`src/core/fsg_cfg.svh`:
```
// Register map, field positions and timing counts of the frame sync generator
`ifndef FSG_CFG_SVH
`define FSG_CFG_SVH

// Register offsets
`define FSG_OFS_SYNC_CONTROL 8'h18
`define FSG_OFS_HIGH_UPPER 8'h19
`define FSG_OFS_HIGH_LOWER 8'h1a
`define FSG_OFS_LOW_UPPER 8'h1b
`define FSG_OFS_LOW_LOWER 8'h1c
`define FSG_OFS_PORT_SELECT 8'h4c
`define FSG_OFS_RATE_SELECT 8'h58
`define FSG_OFS_LINE_CTRL_A 8'h6e
`define FSG_OFS_LINE_CTRL_B 8'h6f

// Field positions in sync_control
`define FSG_BIT_GEN_ENABLE 0
`define FSG_BIT_DUTY_MODE 1
`define FSG_BIT_START_LEVEL 2
`define FSG_SRC_MSB 7
`define FSG_SRC_LSB 4
`define FSG_SRC_EXT_BIT 7

// Field positions in port_select
`define FSG_PSEL_WR_MSB 3
`define FSG_PSEL_RD_MSB 5
`define FSG_PSEL_RD_LSB 4

// Line select codes
`define FSG_LINE_SEL_HIGH 4'h1
`define FSG_LINE_SEL_SYNC 4'ha

// Reset values
`define FSG_RST_BYTE 8'h00
`define FSG_RST_PORT_SELECT 8'h01

// Timing: back-channel frame period at 2.5 Mbps, clock period
`define FSG_TICK_NS 12000
`define FSG_CLK_NS 20
`define FSG_TICK_CYC (`FSG_TICK_NS / `FSG_CLK_NS)

`endif

```
`src/core/fsg_pkg.sv`:
```
// Types shared by the frame sync generator
package fsg_pkg;

  // Where the frame sync level currently comes from
  typedef enum logic [1:0] {
    FSG_SRC_NONE,
    FSG_SRC_EXT,
    FSG_SRC_INT
  } fsg_src_t;

  typedef logic [3:0] fsg_line_sel_t;

endpackage

```
`src/core/fsg_frame_sync.sv`:
```
// Frame sync generator and back-channel line router of the camera hub
`timescale 1ns/100ps
`include "fsg_cfg.svh"

// Function
// - Sync can be routed to any back-channel line of any receive port.
// - Sync source is a local pin or the internal pulse generator.
// - All back-channel lines of all ports update on the same clock edge.
// - Source select 0x8 to 0xF picks local pins 0 to 7, generator off.
// - A line carries sync only when its line control selects sync.
// - Generator tick is one back-channel frame, 12 us, 30 bits of 400 ns.
// - Once enabled the generator runs continuously without further triggers.
// - Writing generator enable 1 in sync_control selects internal mode.
// - In internal mode source select is unused; every code gets the same frame tick.
// - Duty mode picks fixed 50/50 or separate high and low counts.
// - High and low durations are their counts times the tick period; a count of 0 gives one tick.
// - Generator timing derives from the reference clock only.
// - Source select zero uses the port 0 back-channel frame tick.
// - Start level bit sets the generator level when enabled; 0 is low.
// - High and low counts are 16 bits, upper and lower byte registers.
module fsg_frame_sync #(
  parameter int PORTS = 4,
  parameter int LINES = 4,
  parameter int GPIO_PINS = 8,
  parameter int CNT_W = 16
) (
  // Clock and reset
  input wire logic clk_sys_i,
  input wire logic rst_i,
  // Register port
  input wire logic [7:0] reg_addr_i,
  input wire logic reg_wr_i,
  input wire logic [7:0] reg_wdata_i,
  input wire logic reg_rd_i,
  output logic [7:0] reg_rdata_o,
  // Local general-purpose pins
  input wire logic [GPIO_PINS-1:0] gpio_i,
  // Back-channel lines, index port*LINES+line
  output logic [PORTS*LINES-1:0] backchannel_line_o,
  output logic frame_sync_pulse_o
);

  localparam int TICK_CYC = `FSG_TICK_CYC;
  localparam int TICK_W = $clog2(TICK_CYC);
  localparam int NLINE = PORTS * LINES;

  // Refuse parameter values that the fixed register decode cannot serve
  generate
    if (PORTS != 4 || LINES != 4 || GPIO_PINS != 8 || CNT_W != 16) begin : g_chk
      $error("fsg_frame_sync serves only 4 ports, 4 lines, 8 pins, 16-bit counts");
    end
  endgenerate

  // True when addr hits the given offset; the caller qualifies with the strobe
  function automatic logic wr_hit(input logic [7:0] addr, input logic [7:0] ofs);
    wr_hit = (addr == ofs);
  endfunction

  // Registers
  logic [7:0] sync_control;
  logic [CNT_W-1:0] sync_high_count;
  logic [CNT_W-1:0] sync_low_count;
  logic [7:0] port_select;
  logic [2:0] backchannel_rate_select [PORTS];
  fsg_pkg::fsg_line_sel_t line_sel [NLINE];

  logic gen_en;
  logic duty_mode;
  logic start_level;
  logic [3:0] src_sel;
  assign gen_en = sync_control[`FSG_BIT_GEN_ENABLE];
  assign duty_mode = sync_control[`FSG_BIT_DUTY_MODE];
  assign start_level = sync_control[`FSG_BIT_START_LEVEL];
  assign src_sel = sync_control[`FSG_SRC_MSB:`FSG_SRC_LSB];

  // Global registers, written byte by byte
  always_ff @(posedge clk_sys_i) begin
    if (rst_i) begin
      sync_control <= `FSG_RST_BYTE;
      sync_high_count <= {CNT_W{1'b0}};
      sync_low_count <= {CNT_W{1'b0}};
      port_select <= `FSG_RST_PORT_SELECT;
    end else if (reg_wr_i) begin
      if (wr_hit(reg_addr_i, `FSG_OFS_SYNC_CONTROL)) begin
        sync_control <= reg_wdata_i;
      end else if (wr_hit(reg_addr_i, `FSG_OFS_HIGH_UPPER)) begin
        sync_high_count[15:8] <= reg_wdata_i;
      end else if (wr_hit(reg_addr_i, `FSG_OFS_HIGH_LOWER)) begin
        sync_high_count[7:0] <= reg_wdata_i;
      end else if (wr_hit(reg_addr_i, `FSG_OFS_LOW_UPPER)) begin
        sync_low_count[15:8] <= reg_wdata_i;
      end else if (wr_hit(reg_addr_i, `FSG_OFS_LOW_LOWER)) begin
        sync_low_count[7:0] <= reg_wdata_i;
      end else if (wr_hit(reg_addr_i, `FSG_OFS_PORT_SELECT)) begin
        port_select <= reg_wdata_i;
      end
    end
  end

  // Per-port registers; one write may reach several ports at once
  genvar gp;
  genvar gl;
  generate
    for (gp = 0; gp < PORTS; gp++) begin : g_port
      always_ff @(posedge clk_sys_i) begin
        if (rst_i) begin
          backchannel_rate_select[gp] <= 3'h0;
        end else if (reg_wr_i && port_select[gp] &&
                     wr_hit(reg_addr_i, `FSG_OFS_RATE_SELECT)) begin
          backchannel_rate_select[gp] <= reg_wdata_i[2:0];
        end
      end
      for (gl = 0; gl < LINES; gl++) begin : g_line
        localparam logic [7:0] OFS = (gl < 2) ? `FSG_OFS_LINE_CTRL_A : `FSG_OFS_LINE_CTRL_B;
        localparam int NIB = (gl % 2) * 4;
        always_ff @(posedge clk_sys_i) begin
          if (rst_i) begin
            line_sel[gp*LINES+gl] <= 4'h0;
          end else if (reg_wr_i && port_select[gp] && wr_hit(reg_addr_i, OFS)) begin
            line_sel[gp*LINES+gl] <= reg_wdata_i[NIB+:4];
          end
        end
      end
    end
  endgenerate

  // Read data, held until the next read
  logic [1:0] rd_port;
  assign rd_port = port_select[`FSG_PSEL_RD_MSB:`FSG_PSEL_RD_LSB];
  always_ff @(posedge clk_sys_i) begin
    if (rst_i) begin
      reg_rdata_o <= 8'h00;
    end else if (reg_rd_i) begin
      if (reg_addr_i == `FSG_OFS_SYNC_CONTROL) begin
        reg_rdata_o <= sync_control;
      end else if (reg_addr_i == `FSG_OFS_HIGH_UPPER) begin
        reg_rdata_o <= sync_high_count[15:8];
      end else if (reg_addr_i == `FSG_OFS_HIGH_LOWER) begin
        reg_rdata_o <= sync_high_count[7:0];
      end else if (reg_addr_i == `FSG_OFS_LOW_UPPER) begin
        reg_rdata_o <= sync_low_count[15:8];
      end else if (reg_addr_i == `FSG_OFS_LOW_LOWER) begin
        reg_rdata_o <= sync_low_count[7:0];
      end else if (reg_addr_i == `FSG_OFS_PORT_SELECT) begin
        reg_rdata_o <= port_select;
      end else if (reg_addr_i == `FSG_OFS_RATE_SELECT) begin
        reg_rdata_o <= {5'h00, backchannel_rate_select[rd_port]};
      end else if (reg_addr_i == `FSG_OFS_LINE_CTRL_A) begin
        reg_rdata_o <= {line_sel[rd_port*LINES+1], line_sel[rd_port*LINES]};
      end else if (reg_addr_i == `FSG_OFS_LINE_CTRL_B) begin
        reg_rdata_o <= {line_sel[rd_port*LINES+3], line_sel[rd_port*LINES+2]};
      end else begin
        reg_rdata_o <= 8'h00; // Unmapped offsets read zero
      end
    end
  end

  // Back-channel frame tick; free running so every source shares one phase
  logic [TICK_W-1:0] tick_cnt;
  logic tick;
  always_ff @(posedge clk_sys_i) begin
    if (rst_i) begin
      tick_cnt <= '0;
    end else if (tick_cnt == TICK_W'(TICK_CYC - 1)) begin
      tick_cnt <= '0;
    end else begin
      tick_cnt <= tick_cnt + 1'b1;
    end
  end
  // Every source code counts the same frame period; code zero is port 0
  assign tick = (tick_cnt == TICK_W'(TICK_CYC - 1));

  // Source decision: enable wins, then pin select, else idle low
  fsg_pkg::fsg_src_t src;
  always_comb begin
    if (gen_en) begin
      src = fsg_pkg::FSG_SRC_INT;
    end else if (src_sel[3]) begin
      src = fsg_pkg::FSG_SRC_EXT;
    end else begin
      src = fsg_pkg::FSG_SRC_NONE;
    end
  end

  // Reload count for a level; 50/50 uses the high count for both halves
  logic [CNT_W-1:0] high_len;
  logic [CNT_W-1:0] low_len;
  assign high_len = sync_high_count;
  assign low_len = duty_mode ? sync_high_count : sync_low_count;

  // Enable seen on the previous edge; its absence marks the first enabled cycle
  logic gen_was_enabled;
  always_ff @(posedge clk_sys_i) begin
    if (rst_i) begin
      gen_was_enabled <= 1'b0;
    end else begin
      gen_was_enabled <= gen_en;
    end
  end

  // Generator level and remaining ticks; armed while off, reloaded at enable
  logic gen_level;
  logic [CNT_W-1:0] gen_cnt;
  logic wrap;
  assign wrap = tick && (gen_cnt <= 16'h0001);
  always_ff @(posedge clk_sys_i) begin
    if (rst_i) begin
      gen_level <= 1'b0;
      gen_cnt <= {CNT_W{1'b0}};
    end else if (!gen_en) begin
      gen_level <= start_level;
      gen_cnt <= start_level ? high_len : low_len;
    end else if (!gen_was_enabled) begin
      // Start level written together with the enable must still be honoured
      gen_level <= start_level;
      gen_cnt <= start_level ? high_len : low_len;
    end else if (wrap) begin
      gen_level <= !gen_level;
      gen_cnt <= gen_level ? low_len : high_len;
    end else if (tick) begin
      gen_cnt <= gen_cnt - 1'b1;
    end
  end

  // Selected sync level, registered once for all lines
  logic next_frame_sync;
  always_comb begin
    case (src)
      fsg_pkg::FSG_SRC_INT: next_frame_sync = gen_level;
      fsg_pkg::FSG_SRC_EXT: next_frame_sync = gpio_i[src_sel[2:0]];
      default: next_frame_sync = 1'b0;
    endcase
  end
  always_ff @(posedge clk_sys_i) begin
    if (rst_i) begin
      frame_sync_pulse_o <= 1'b0;
    end else begin
      frame_sync_pulse_o <= next_frame_sync;
    end
  end

  // Line drivers; all share one edge so skew between ports stays at zero
  generate
    for (gp = 0; gp < NLINE; gp++) begin : g_out
      always_ff @(posedge clk_sys_i) begin
        if (rst_i) begin
          backchannel_line_o[gp] <= 1'b0;
        end else if (line_sel[gp] == `FSG_LINE_SEL_SYNC) begin
          backchannel_line_o[gp] <= frame_sync_pulse_o;
        end else begin
          backchannel_line_o[gp] <= (line_sel[gp] == `FSG_LINE_SEL_HIGH);
        end
      end
    end
  endgenerate
endmodule

```
`config.mk`:
```
export PLATFORM = sky130hd
export DESIGN_NAME = fsg_frame_sync
export DESIGN_NICKNAME = d
export VERILOG_FILES = /design/src/core/fsg_pkg.sv /design/src/core/fsg_frame_sync.sv
export VERILOG_INCLUDE_DIRS = /design/src /design/src/core
export SDC_FILE = /design/constraint.sdc
export NUM_CORES = 1
export LEC_CHECK = 0
export BUFFER_PORTS_ARGS = -buffer_cell sky130_fd_sc_hd__buf_2
export CELL_PAD_IN_SITES_DETAIL_PLACEMENT = 0
export CELL_PAD_IN_SITES_GLOBAL_PLACEMENT = 2
export CORE_MARGIN = 5
export CORE_UTILIZATION = 40
export DETAILED_ROUTE_END_ITERATION = 8
export PLACE_DENSITY_LB_ADDON = 0.1
export REMOVE_ABC_BUFFERS = 1
export SLEW_MARGIN = 10
export SYNTH_ARGS = -nofsm -noshare
export SYNTH_HDL_FRONTEND = slang
export SYNTH_SLANG_ARGS = --single-unit
```
`constraint.sdc`:
```
create_clock -name clk_sys_i -period 3.17 [get_ports clk_sys_i]
set_input_delay 0 -clock clk_sys_i [delete_from_list [all_inputs] [get_ports clk_sys_i]]
set_output_delay 0 -clock clk_sys_i [all_outputs]
set_load 0.02 [all_outputs]
```
Yosys cells after proc, flatten, opt, wreduce, memory -nomap -nowiden --
Memories as Yosys holds them, arrays and structs flattened. A register that Yosys moved wholly into a read port is not among the register bits. Cells that the tools add are included.
Storage, ports and cells: memory bits (writable) 76, register bits after elaboration 101, word-level logic and storage cells 235, bits of input ports 28, memories kept 2, output and inout bits 25
Operators by class: bitwise operators 25, reductions and logical operators 25, eq/ne operators 46, multiplexer cells 102, $add $sub $neg 5, order comparisons 2
Memory list:
- line_sel | words 16, bits a word 4, rd ports 20, clocked after Yosys merged registers in 1, wr ports 16, line fsg_frame_sync.sv:65 | fsg_pkg::fsg_line_sel_t line_sel [NLINE];
- backchannel_rate_select | words 4, bits a word 3, rd ports 1, clocked after Yosys merged registers in 1, wr ports 4, line fsg_frame_sync.sv:64 | logic [2:0] backchannel_rate_select [PORTS];
Operators with widths (count):
- 16-bit two-way mux | 7
- 4-bit two-way mux | 18
- 8-bit two-way mux | 9
- 4-bit by 1-bit == test with 1-bit output, second input constant | 16
- 4-bit == test, second input constant | 16
- 1-bit two-way mux | 59
- 8-bit by 5-bit == test with 1-bit output, second input constant | 5
- 8-bit by 7-bit == test with 1-bit output, second input constant | 4
- 1-bit OR | 20
- 1-bit logical AND | 17
- 16-bit by 1-bit <= comparator with 1-bit output, second input constant | 1
- 16-bit by 1-bit subtractor with 16-bit output, second input constant | 1
- 3-bit two-way mux | 4
- 10-bit by 1-bit adder with 10-bit output, second input constant | 1
- 10-bit == test, second input constant | 1
- 4-bit by 2-bit adder with 4-bit output, second input constant | 2
- 7-bit AND reduction | 1
- 2-bit two-way mux | 3
- 6-bit AND reduction | 1
- 1-bit NOT | 5
- 5-bit AND reduction | 1
- 4-bit by 1-bit adder with 4-bit output, second input constant | 1
- 3-bit by 4-bit < comparator with 1-bit output, second input constant | 1
- 4-bit by 3-bit inequality test with 1-bit output, second input constant | 1
- 10 further kinds | 10

Longest topological paths before layout --
Gate-level depths: netlist of the first run. An unclocked memory read counts as a cell.
word-level depth 11, depth in mapped cells 8

Least setup slack after synthesis of the first run --
Ideal clock, no wire load.
path kind reg-to-reg, start register tick_cnt[2], end register gen_cnt[11], arrival 2291 ps, setup slack 804 ps, buffers on the path 2, stages on the path, launching flop included 8, library setup time 74 ps, cells stage by stage dfxtp_1 -> or3b_1 -> or3_1 -> buf_2 -> or4_4 -> buf_6 -> or3_1 -> a31oi_1
Between the ends: longest elaborated chain between the ends 5
RTL lines:
- from (decl) | line fsg_frame_sync.sv:159 | logic [TICK_W-1:0] tick_cnt;
- from (signal assigned) | line fsg_frame_sync.sv:167 | tick_cnt <= tick_cnt + 1'b1;
- 10-bit == test * | line fsg_frame_sync.sv:171 | assign tick = (tick_cnt == TICK_W'(TICK_CYC - 1));
- 1-bit logical AND | line fsg_frame_sync.sv:205 | assign wrap = tick && (gen_cnt <= 16'h0001);
- 16-bit two-way mux | line fsg_frame_sync.sv:217 | end else if (wrap) begin
- 16-bit two-way mux | line fsg_frame_sync.sv:213 | end else if (!gen_was_enabled) begin
- 16-bit two-way mux | line fsg_frame_sync.sv:210 | end else if (!gen_en) begin
- to (signal assigned) | line fsg_frame_sync.sv:209 | gen_cnt <= {CNT_W{1'b0}};
- to (signal assigned) | line fsg_frame_sync.sv:212 | gen_cnt <= start_level ? high_len : low_len;
- to (signal assigned) | line fsg_frame_sync.sv:219 | gen_cnt <= gen_level ? low_len : high_len;
- to (decl) | line fsg_frame_sync.sv:203 | logic [CNT_W-1:0] gen_cnt;
Every way passes the cells marked *; elsewhere a longest branch is shown, timed or not. A chain may end at the register's enable or synchronous reset.

Final worst setup path of the first run --
start register gen_cnt[8], end register gen_cnt[9]
Between the ends: longest elaborated chain between the ends 5
RTL lines:
- from (signal assigned) | line fsg_frame_sync.sv:209
- from (signal assigned) | line fsg_frame_sync.sv:212
- from (signal assigned) | line fsg_frame_sync.sv:216 | gen_cnt <= start_level ? high_len : low_len;
- 16-bit by 1-bit subtractor with 16-bit output / 16-bit by 1-bit <= comparator with 1-bit output (equally long branches) | line fsg_frame_sync.sv:221, fsg_frame_sync.sv:205
- 16-bit two-way mux / 1-bit logical AND (equally long branches) | line fsg_frame_sync.sv:220, fsg_frame_sync.sv:205
- 16-bit two-way mux | line fsg_frame_sync.sv:217
- 16-bit two-way mux | line fsg_frame_sync.sv:213
- 16-bit two-way mux | line fsg_frame_sync.sv:210
Parallel ways exist; a longest one is shown, timed or not. The select of a mux whose other input is x is not followed.

==> results of run 1 <==
## cells by family after synthesis
| group | after synthesis |
|---|---|
| compound gates | 147 |
| buf+inv | 63 |
| xor+xnor | 19 |
| simple gates | 386 |
| flops | 179 |
| fa+ha+maj | 3 |
| mux | 90 |
## cells in the mapped netlist, drive strengths merged, types with 5 or more instances
master / instances
mux2i: 64
xor2: 10
a31o: 5
nor2: 105
nor3: 19
xnor2: 9
a31oi: 15
or3: 10
nand4b: 11
or3b: 8
inv: 8
mux4: 22
a221oi: 7
and3: 6
edfxtp: 76
a22oi: 7
and2: 68
dfxtp: 103
or2: 7
clkbuf: 47
nor2b: 7
o21ai: 17
and4b: 11
nand3: 24
buf: 8
nand2: 76
nand2b: 8
a211oi: 11
or4: 5
o221ai: 5
a21oi: 40
o21bai: 9
## power groups by stage
| stage | combinational, mW | sequential (mW) | clock (mW) |
|---|---|---|---|
| 6_report | 0.222 | 2.47 | 2.11 |
| 3_5_place_dp | 0.222 | 2.52 | 0 |
| 2_1_floorplan | 0.0889 | 2.51 | 0 |
| 3_3_place_gp | 0.217 | 2.52 | 0 |
| 5_1_grt | 0.239 | 2.47 | 2.24 |
| 4_1_cts | 0.223 | 2.47 | 2.14 |
## final cells by class
type	instances	share of cell area, %
inverters	8	0.2973
flip-flops and latches	179	43.00
multi-input cells	645	43.83
well taps	285	3.530
repair buffers	65	3.567
clock inverters	14	1.523
clock buffers	18	4.248
## stage by stage
stage               hold WS, ns  instances
floorplan               0.06907        832
global placement         0.4171       1182
CTS                   0.0002440       1214
finish                  0.01563       1214
global route            0.02017       1214
detailed placement       0.4154       1182
## flip-flops by register name (all words and copies together), names as in the netlist, named ones only
name	flops
backchannel_line_o	16
backchannel_rate_select	12
frame_sync_pulse_o	1
gen_cnt	16
gen_level	1
gen_was_enabled	1
high_len	16
line_sel	64
port_select	8
reg_rdata_o	8
sync_control	8
sync_low_count	16
tick_cnt	10
## worst max-delay path by stage
| stage | start | endpoint | slack (ns) | depth (start not counted) |
|---|---|---|---|---|
| 6_report | gen_cnt[8] | gen_cnt[9] | 0.68 | 5 |
| 2_1_floorplan | tick_cnt[2] | gen_cnt[11] | 0.89 | 5 |
| 3_5_place_dp | gen_cnt[8] | gen_cnt[9] | 0.69 | 5 |
| 4_1_cts | gen_cnt[8] | gen_cnt[9] | 0.68 | 5 |
| 3_3_place_gp | tick_cnt[0] | gen_cnt[11] | 0.76 | 6 |
| 5_1_grt | gen_cnt[8] | gen_cnt[11] | 0.44 | 5 |
## metal layers
layer / track usage, % / part of all wire (%) / vias to the layer above
met1: 31.61 / 48 / 3635
met5: 0 / 0 / -
met2: 32.89 / 45 / 224
met3: 4.026 / 5.5 / 30
met4: 5.006 / 1.3 / 0
li1: - / - / 3340
## worst reg2reg max path: cells and delay by family (launching register included)
kind               cells  cell delay (ns)
DFF                    1             0.35
and+or+nand+nor        4             1.91
AOI/OAI and AO/OA      1             0.15
==> out/metrics.csv, run 1 <==
metric;value;unit
antenna violations before repair;0;
worst slew pin tran;0.9089;ns
utilization after layout;45.03;%
setup slack after placement;0.6950;ns
Clock Tree Buf Depth;2;
Switch Pwr;1.229;mW
Yosys top cell area share;25.31;%
Vias;7229;
Antenna Cells;0;
Post-Synth Simple-Gate Area;22.58;%
I/O pin count;53;
Worst Path Arrival;2.85;ns
global-route wire length before repair;42690;um
Final Skew;0.01101;ns
max incr delay on CP;0.76;ns
number of synthesized flops with an enable pin;76;
worst min-delay path category;primary input to register;
Total GRT Usage;21.48;%
relative slew slack;39.40;%
Critical Path End Type;register;
Layout area overhead;12.03;%
Initial Utilization;40.20;%
TritonCTS clock tree;done;
Synth Area in XOR/XNOR;1.845;%
Min-Delay Startpoint;reg_wdata_i[6];
RSZ-0062 raised after global routing;false;
post-synth cell types;61;
clock root cell;clkbuf_16;
cell family with most CP delay;simple AND/OR/NAND/NOR gates;
Logic pwr share;4.6;%
adder-cell share of the synthesized area;0.4163;%
mux cell area share after synthesis;13.10;%
CP startpoint kind;register;
Mapped Area;9017;um2
vias per cell;5.955;
drc violations;0;
end point of the worst hold path;port_select[6];
largest net degree at the start of global routing;78;
CP max FO;10;
Final Hold Viols;0;
sinks on the clock net;179;
register area share after synthesis;48.18;%
Most used DFF post-synth;dfxtp_1;
drt wl/cell;22.57;um
via count of the first global-routing pass;7110;
# rows;55;
Clk pin slew, worst setup/hold paths;0.07;ns
DRT iter0 DRCs;553;
H-tree levels;4;
max_cap viols;0;
Int Power;3.566;mW
Clock Latency Late Sink;0.44;ns
combinational family with the most area after synthesis;simple AND/OR/NAND/NOR gates;
RePlAce Congestion;0.8221;
sequential power share;51.4;%
fin crit period;2.491;ns
router iterations before antenna repair;5;
reg2reg end;gen_cnt[9];
Max Slew Vio Count;0;
commonest cells after routing, fill and taps aside;105 x nor2_1, 103 x dfxtp_1, 76 x nand2_1, 76 x edfxtp_1, 68 x and2_1;
Antenna Violating Nets Remaining;0;
PwrDens;474.7;nW/um2
R2R cell count;5;
post-synthesis compound-gate area fraction;11.17;%
Sw Share;25.62;%
Final Setup Violations;0;
die width;160.1;um
number of synthesized register bits;179;
status;complete, no violations;
power consumption;4.795;mW
cell count after synthesis;887;
PostCTS Resize Cnt;0;
worst endpoint required time;3.53;ns
layout cells sized above 1;15.72;%
total grt overflow;0;
DPL Wire Length;19600;um
ys async rst share;0;%
Ys Warns;0;
Bufs and invs on worst path;0;
Area after DPL;9519;um2
core area;22430;um2
die height;160.1;um
clock share of power;43.9;%
Total Wirelength;27400;um
biggest area consumer among synthesized cells;edfxtp_1;
port buffer count;52;
Final Cycle Share;78.58;%
Final WS setup;0.6790;ns
Reg2Reg Setup Slack;0.68;ns
Crit Path Class;register to register;
TNS Setup;0;ns
syn avg cell area;10.17;um2
FF+latch area;4344;um2
area occupied by multi-input gates;4428;um2
Fmax;0.4014;GHz
Finished Cell Area;10100;um2
R2R Path Start;gen_cnt[8];
Fillers;2172;
# hold bufs at CTS;0;
Max VDD drop;0.0002987;V
nets@finish;947;
slowest stage cell, crit path;nor4_1;
post-CTS setup repair buffer count;0;
CTS Buf Count;17;
synth top area cells;edfxtp_1 25%, dfxtp_1 23%, mux2i_1 7.1%;
total die area;25650;um2
P_leak;3.977;nW
hold path cells;3;
most common cell after layout, fill and taps aside;nor2_1;
worst-path cell chain;nor4_1, nand3b_1, or4_4, or3_1, a31oi_1;
Power figures use the tool's default switching activity.
==> inputs of run 2 (changes only) <==
==> constraint.sdc (replaced) <==
create_clock -name clk_sys_i -period 2.35 [get_ports clk_sys_i]
set_input_delay 0 -clock clk_sys_i [delete_from_list [all_inputs] [get_ports clk_sys_i]]
set_output_delay 0 -clock clk_sys_i [all_outputs]
set_load 0.02 [all_outputs]
==> out/metrics.csv, run 2 (synthesized netlist as in run 1, its figures left out) <==
metric;value;unit;change
Layout area overhead;15.28;%;
CP startpoint kind;register;;
most common cell after layout, fill and taps aside;nor2_1;;
Clk pin slew, worst setup/hold paths;0.08;ns;about the same
core area;22430;um2;unchanged
largest net degree at the start of global routing;57;;-27%
Final WS setup;0.05544;ns;-0.6236 ns
Initial Utilization;40.20;%;unchanged
Antenna Cells;0;;unchanged
commonest cells after routing, fill and taps aside;105 x nor2_1, 102 x dfxtp_1, 76 x nand2_1, 76 x edfxtp_1, 68 x and2_1;;
Reg with most FFs;line_sel;;
setup slack after placement;0.02251;ns;-0.6725 ns
RSZ-0062 raised after global routing;false;;
vias per cell;5.883;;-1.2%
CP max FO;7;;-3
Crit Path Class;register to register;;
Area after DPL;9719;um2;+2.1%
hold path cells;3;;unchanged
global-route wire length before repair;42540;um;-0.36%
Fmax;0.4358;GHz;+8.6%
Worst Path Arrival;2.65;ns;-0.20 ns
DP Cell Count;1207;;+2.1%
sinks on the clock net;179;;unchanged
Final Hold Viols;0;;unchanged
Max Slew Vio Count;0;;unchanged
worst slew pin tran;0.7654;ns;-0.1436 ns
relative slew slack;47.66;%;+8.3 points
max_cap viols;0;;unchanged
fin crit period;2.295;ns;-0.1964 ns
nets@finish;976;;+3.1%
clock root cell;clkbuf_16;;
router iterations before antenna repair;5;;unchanged
R2R Path Start;tick_cnt[5];;
antenna violations before repair;0;;unchanged
Reg2Reg Setup Slack;0.06;ns;-0.62 ns
Clock Latency Late Sink;0.44;ns;about the same
R2R cell count;5;;unchanged
Total GRT Usage;21.50;%;+0.022 points
Clock Tree Buf Depth;2;;unchanged
Final Skew;0.01318;ns;+0.002164 ns
Max VDD drop;0.0003748;V;+25%
Vias;7313;;+1.2%
Critical Path End Type;register;;
Total Wirelength;27570;um;+0.64%
Fillers;2103;;-3.2%
end point of the worst hold path;port_select[7];;
worst endpoint required time;2.71;ns;-0.82 ns
DRT iter0 DRCs;631;;+14%
RePlAce Congestion;0.8102;;-1.4%
Min-Delay Startpoint;reg_wdata_i[7];;
worst min-delay path category;primary input to register;;
P_leak;4.141;nW;+4.1%
via count of the first global-routing pass;7141;;+0.44%
TNS Setup;0;ns;unchanged
Antenna Violating Nets Remaining;0;;unchanged
reg2reg end;gen_cnt[11];;
die height;160.1;um;unchanged
die width;160.1;um;unchanged
max reg flops;64;;unchanged
Finished Cell Area;10400;um2;+2.9%
DPL Wire Length;20080;um;+2.4%
total die area;25650;um2;unchanged
# rows;55;;unchanged
TritonCTS clock tree;done;;
port buffer count;52;;unchanged
PwrDens;635.9;nW/um2;+34%
layout cells sized above 1;18.68;%;+3.0 points
Final Cycle Share;97.64;%;+19 points
drt wl/cell;22.18;um;-1.7%
final std cells w/o fill;1243;;+2.4%
total grt overflow;0;;unchanged
drc violations;0;;unchanged
CTS Buf Count;17;;unchanged
I/O pin count;53;;unchanged
Final Setup Violations;0;;unchanged
status;complete, no violations;;
H-tree levels;4;;unchanged
-- run 2: cell types whose count changed in the layout (fill, tap and decap cells not counted), sizes merged --
cell	change
clkbuf	-1
clkinvlp	-1
buf	+27
inv	-4
bufinv	+1
dlygate4sd3	+2
clkinv	+5
-- run 2: where the power goes --
| group | switching, mW | total (mW) | internal [mW] |
|---|---|---|---|
| logic | 0.215 | 0.326 | 0.111 |
| clock network | 1.42 | 2.96 | 1.54 |
| registers | 0.0375 | 3.32 | 3.29 |
| total | 1.67 | 6.61 | 4.94 |
-- run 2: through the flow --
stage	hold slack [ns]	util [%]	power (mW)
2_1_floorplan	0.06907	-	3.507
3_3_place_gp	0.3882	43.32	3.708
3_5_place_dp	0.3998	43.32	3.718
4_1_cts	0.008812	46.17	6.673
5_1_grt	0.02711	46.34	6.838
6_report	0.01573	46.34	6.610
-- run 2: metal layers --
metal  vias to the layer above  routed length [um]  GRT usage, %
met1                      3646               13260         31.85
met2                       248               12420         33.29
met4                         0                 344         4.889
li1                       3389                   -             -
met3                        30                1547         3.303
met5                         -                   0             0
-- run 2: cell type report --
class	instances	area, um2	share of cell area [%]
Sequential cell	179	4345	41.80
Timing Repair Buffer	94	595.6	5.729
Tap cell	285	356.6	3.430
Clock buffer	17	425.4	4.092
Multi-Input combinational cell	645	4448	42.79
Inverter	8	30.03	0.2889
Clock inverter	15	193.9	1.866
-- run 2: worst max-delay path, stage by stage, from the launching register on --
cell and delay, ns:
dfxtp_2 0.34, or3b_4 0.40, or3_4 0.39, or4_4 0.55, or3_1 0.37, a31oi_1 0.17
-- run 2: worst max path at each step --
| stage | start | to | cells past startpoint |
|---|---|---|---|
| floorplan | tick_cnt[2] | gen_cnt[11] | 5 |
| global placement | tick_cnt[5] | gen_cnt[11] | 5 |
| detailed placement | tick_cnt[5] | gen_cnt[11] | 5 |
| CTS | tick_cnt[5] | gen_cnt[11] | 5 |
| global route | tick_cnt[5] | gen_cnt[9] | 5 |
| finish | tick_cnt[5] | gen_cnt[11] | 5 |
-- run 2: what timing repair did --
action / in CTS / in global routing
gates resized for setup: 0 / 7
hold endpoints to repair: 13 / 0
hold buffers: 2 / 0
setup buffers: 0 / 2
setup endpoints to repair: 0 / 6
==> inputs of run 3 (changes only) <==
--- a/config.mk
+++ b/config.mk
@@ -13,7 +13,6 @@
 export CORE_UTILIZATION = 40
 export DETAILED_ROUTE_END_ITERATION = 8
 export PLACE_DENSITY_LB_ADDON = 0.1
-export REMOVE_ABC_BUFFERS = 1
 export SLEW_MARGIN = 10
 export SYNTH_ARGS = -nofsm -noshare
 export SYNTH_HDL_FRONTEND = slang
==> out/metrics.csv, run 3 (synthesized netlist as in run 1, its figures left out) <==
metric;value;unit;change
status;complete, no violations;;
DPL Wire Length;20380;um;+1.5%
setup slack after placement;-0.02517;ns;-0.04768 ns
Int Power;5.140;mW;+4.1%
port buffer count;52;;unchanged
Synthesized Nets;918;;
max_cap viols;0;;unchanged
sequential power share;49.4;%;-0.9 points
RePlAce Congestion;0.8246;;+1.8%
Final Skew;0.01678;ns;+0.003605 ns
max reg flops;64;;unchanged
Antenna Violating Nets Remaining;0;;unchanged
DRT iter0 DRCs;595;;-5.7%
Fillers;2129;;+1.2%
slowest stage cell, crit path;or4_4;;
drt wl/cell;22.32;um;+0.62%
PwrDens;646.3;nW/um2;+1.6%
Crit Path Class;register to register;;
Total GRT Usage;21.64;%;+0.14 points
Final Hold Viols;0;;unchanged
I/O pin count;53;;unchanged
Total Wirelength;27740;um;+0.62%
Critical Path End Type;register;;
die width;160.1;um;unchanged
Vias;7265;;-0.66%
FF+latch area;4350;um2;+0.12%
Final WS setup;0.06371;ns;+0.008279 ns
P_leak;4.147;nW;+0.14%
R2R Path Start;tick_cnt[5];;
worst slew pin tran;0.7799;ns;+0.01454 ns
H-tree levels;4;;unchanged
worst-path cell chain;or3b_4, or3_4, or4_4, or3_1, a31oi_1;;
antenna violations before repair;2;;+2
vias per cell;5.845;;-0.66%
Max Slew Vio Count;0;;unchanged
clock share of power;45.7;%;+0.9 points
TritonCTS clock tree;done;;
Sw Share;23.62;%;-1.7 points
Max VDD drop;0.0003903;V;+4.1%
Fmax;0.4374;GHz;+0.36%
Initial Utilization;40.20;%;unchanged
total die area;25650;um2;unchanged
die height;160.1;um;unchanged
fin crit period;2.286;ns;-0.008279 ns
worst endpoint required time;2.71;ns;about the same
commonest cells after routing, fill and taps aside;105 x nor2_1, 98 x dfxtp_1, 76 x nand2_1, 76 x edfxtp_1, 68 x and2_1;;
router iterations before antenna repair;7;;+2
core area;22430;um2;unchanged
Final Cycle Share;97.29;%;-0.35 points
Critical Path Start;tick_cnt[5];;
max incr delay on CP;0.58;ns;+0.03 ns
Clk pin slew, worst setup/hold paths;0.07;ns;about the same
Clock Tree Buf Depth;2;;unchanged
clock root cell;clkbuf_16;;
area occupied by multi-input gates;4456;um2;+0.17%
global-route wire length before repair;42990;um;+1.1%
Min-Delay Startpoint;reg_wdata_i[7];;
total grt overflow;0;;unchanged
via count of the first global-routing pass;7124;;-0.24%
relative slew slack;47.94;%;+0.28 points
most common cell after layout, fill and taps aside;nor2_1;;
Logic pwr share;4.9;%;about the same
hold slack;0.02553;ns;+0.009800 ns
# rows;55;;unchanged
CTS Buf Count;17;;unchanged
Switch Pwr;1.589;mW;-5.1%
drc violations;0;;unchanged
nets@finish;975;;-0.10%
layout cells sized above 1;19.02;%;+0.33 points
largest net degree at the start of global routing;52;;-8.8%
CP startpoint kind;register;;
CP max FO;8;;+1
Worst Path Arrival;2.65;ns;about the same
worst min-delay path category;primary input to register;;
Layout area overhead;15.47;%;
Final Setup Violations;0;;unchanged
sinks on the clock net;179;;unchanged
Clock Latency Late Sink;0.44;ns;about the same
Reg with most FFs;line_sel;;
RSZ-0062 raised after global routing;true;;
[run 3: cell types whose count changed in the layout (fill, tap and decap cells not counted), moves of 2 or more]
cell	change
dfxtp_2	+4
clkinv_8	-4
bufinv_16	+2
or2_2	+2
or2_4	-2
dfxtp_1	-4
[run 3: final timing paths]
check,to,slack (ns),depth (start not counted)
setup / recovery,gen_cnt[9],0.06,5
hold / removal,port_select[7],0.03,3
setup reg to reg,gen_cnt[9],0.06,5
hold reg to reg,backchannel_line_o[7],0.45,1
[run 3: metrics by stage]
| stage | util, % | TNS, ns | cell area (um2) | std cells | total power, mW |
|---|---|---|---|---|---|
| after floorplan | - | 0 | 9019 | 887 | 3.556 |
| after global placement | 43.33 | 0 | 9721 | 1207 | 3.710 |
| after detailed placement | 43.33 | -0.04598 | 9721 | 1207 | 3.718 |
| after CTS | 46.22 | 0 | 10370 | 1240 | 6.757 |
| after global routing | 46.41 | -0.007561 | 10410 | 1243 | 6.943 |
| final | 46.41 | 0 | 10410 | 1243 | 6.729 |
[run 3: timing repair]
action,in CTS,in global routing
setup buffers,0,2
hold endpoints to repair,1,0
hold buffers,1,0
gates resized for setup,2,7
pin swaps,1,7
setup endpoints to repair,3,11
[run 3: cell type report]
type,instances,share of cell area [%]
multi-input cells,645,42.79
flip-flops and latches,179,41.78
repair buffers,93,5.624
clock buffers,18,4.218
well taps,285,3.425
clock inverters,14,1.851
inverters,8,0.2884
diodes,1,0.02403
[run 3: layer usage]
layer,vias to the layer above,global-route usage (%),share of wire (%)
met5,-,0,0
met4,0,5.944,1.4
met3,28,3.045,5.1
met2,202,32.35,44
met1,3638,32.81,49
li1,3397,-,-
[run 3: power groups by stage]
| stage | Sequential (mW) | Combinational (mW) | Clock (mW) |
|---|---|---|---|
| 2_1_floorplan | 3.39 | 0.169 | 0 |
| 6_report | 3.33 | 0.327 | 3.08 |
| 5_1_grt | 3.33 | 0.352 | 3.26 |
| 3_3_place_gp | 3.39 | 0.317 | 0 |
| 4_1_cts | 3.32 | 0.325 | 3.11 |
| 3_5_place_dp | 3.40 | 0.322 | 0 |
[run 3: critical path, delay by kind of cell, from the launching register on]
family | cells | cell delay [ns]
simple gates | 4 | 1.73
flops | 1 | 0.32
compound gates | 1 | 0.16
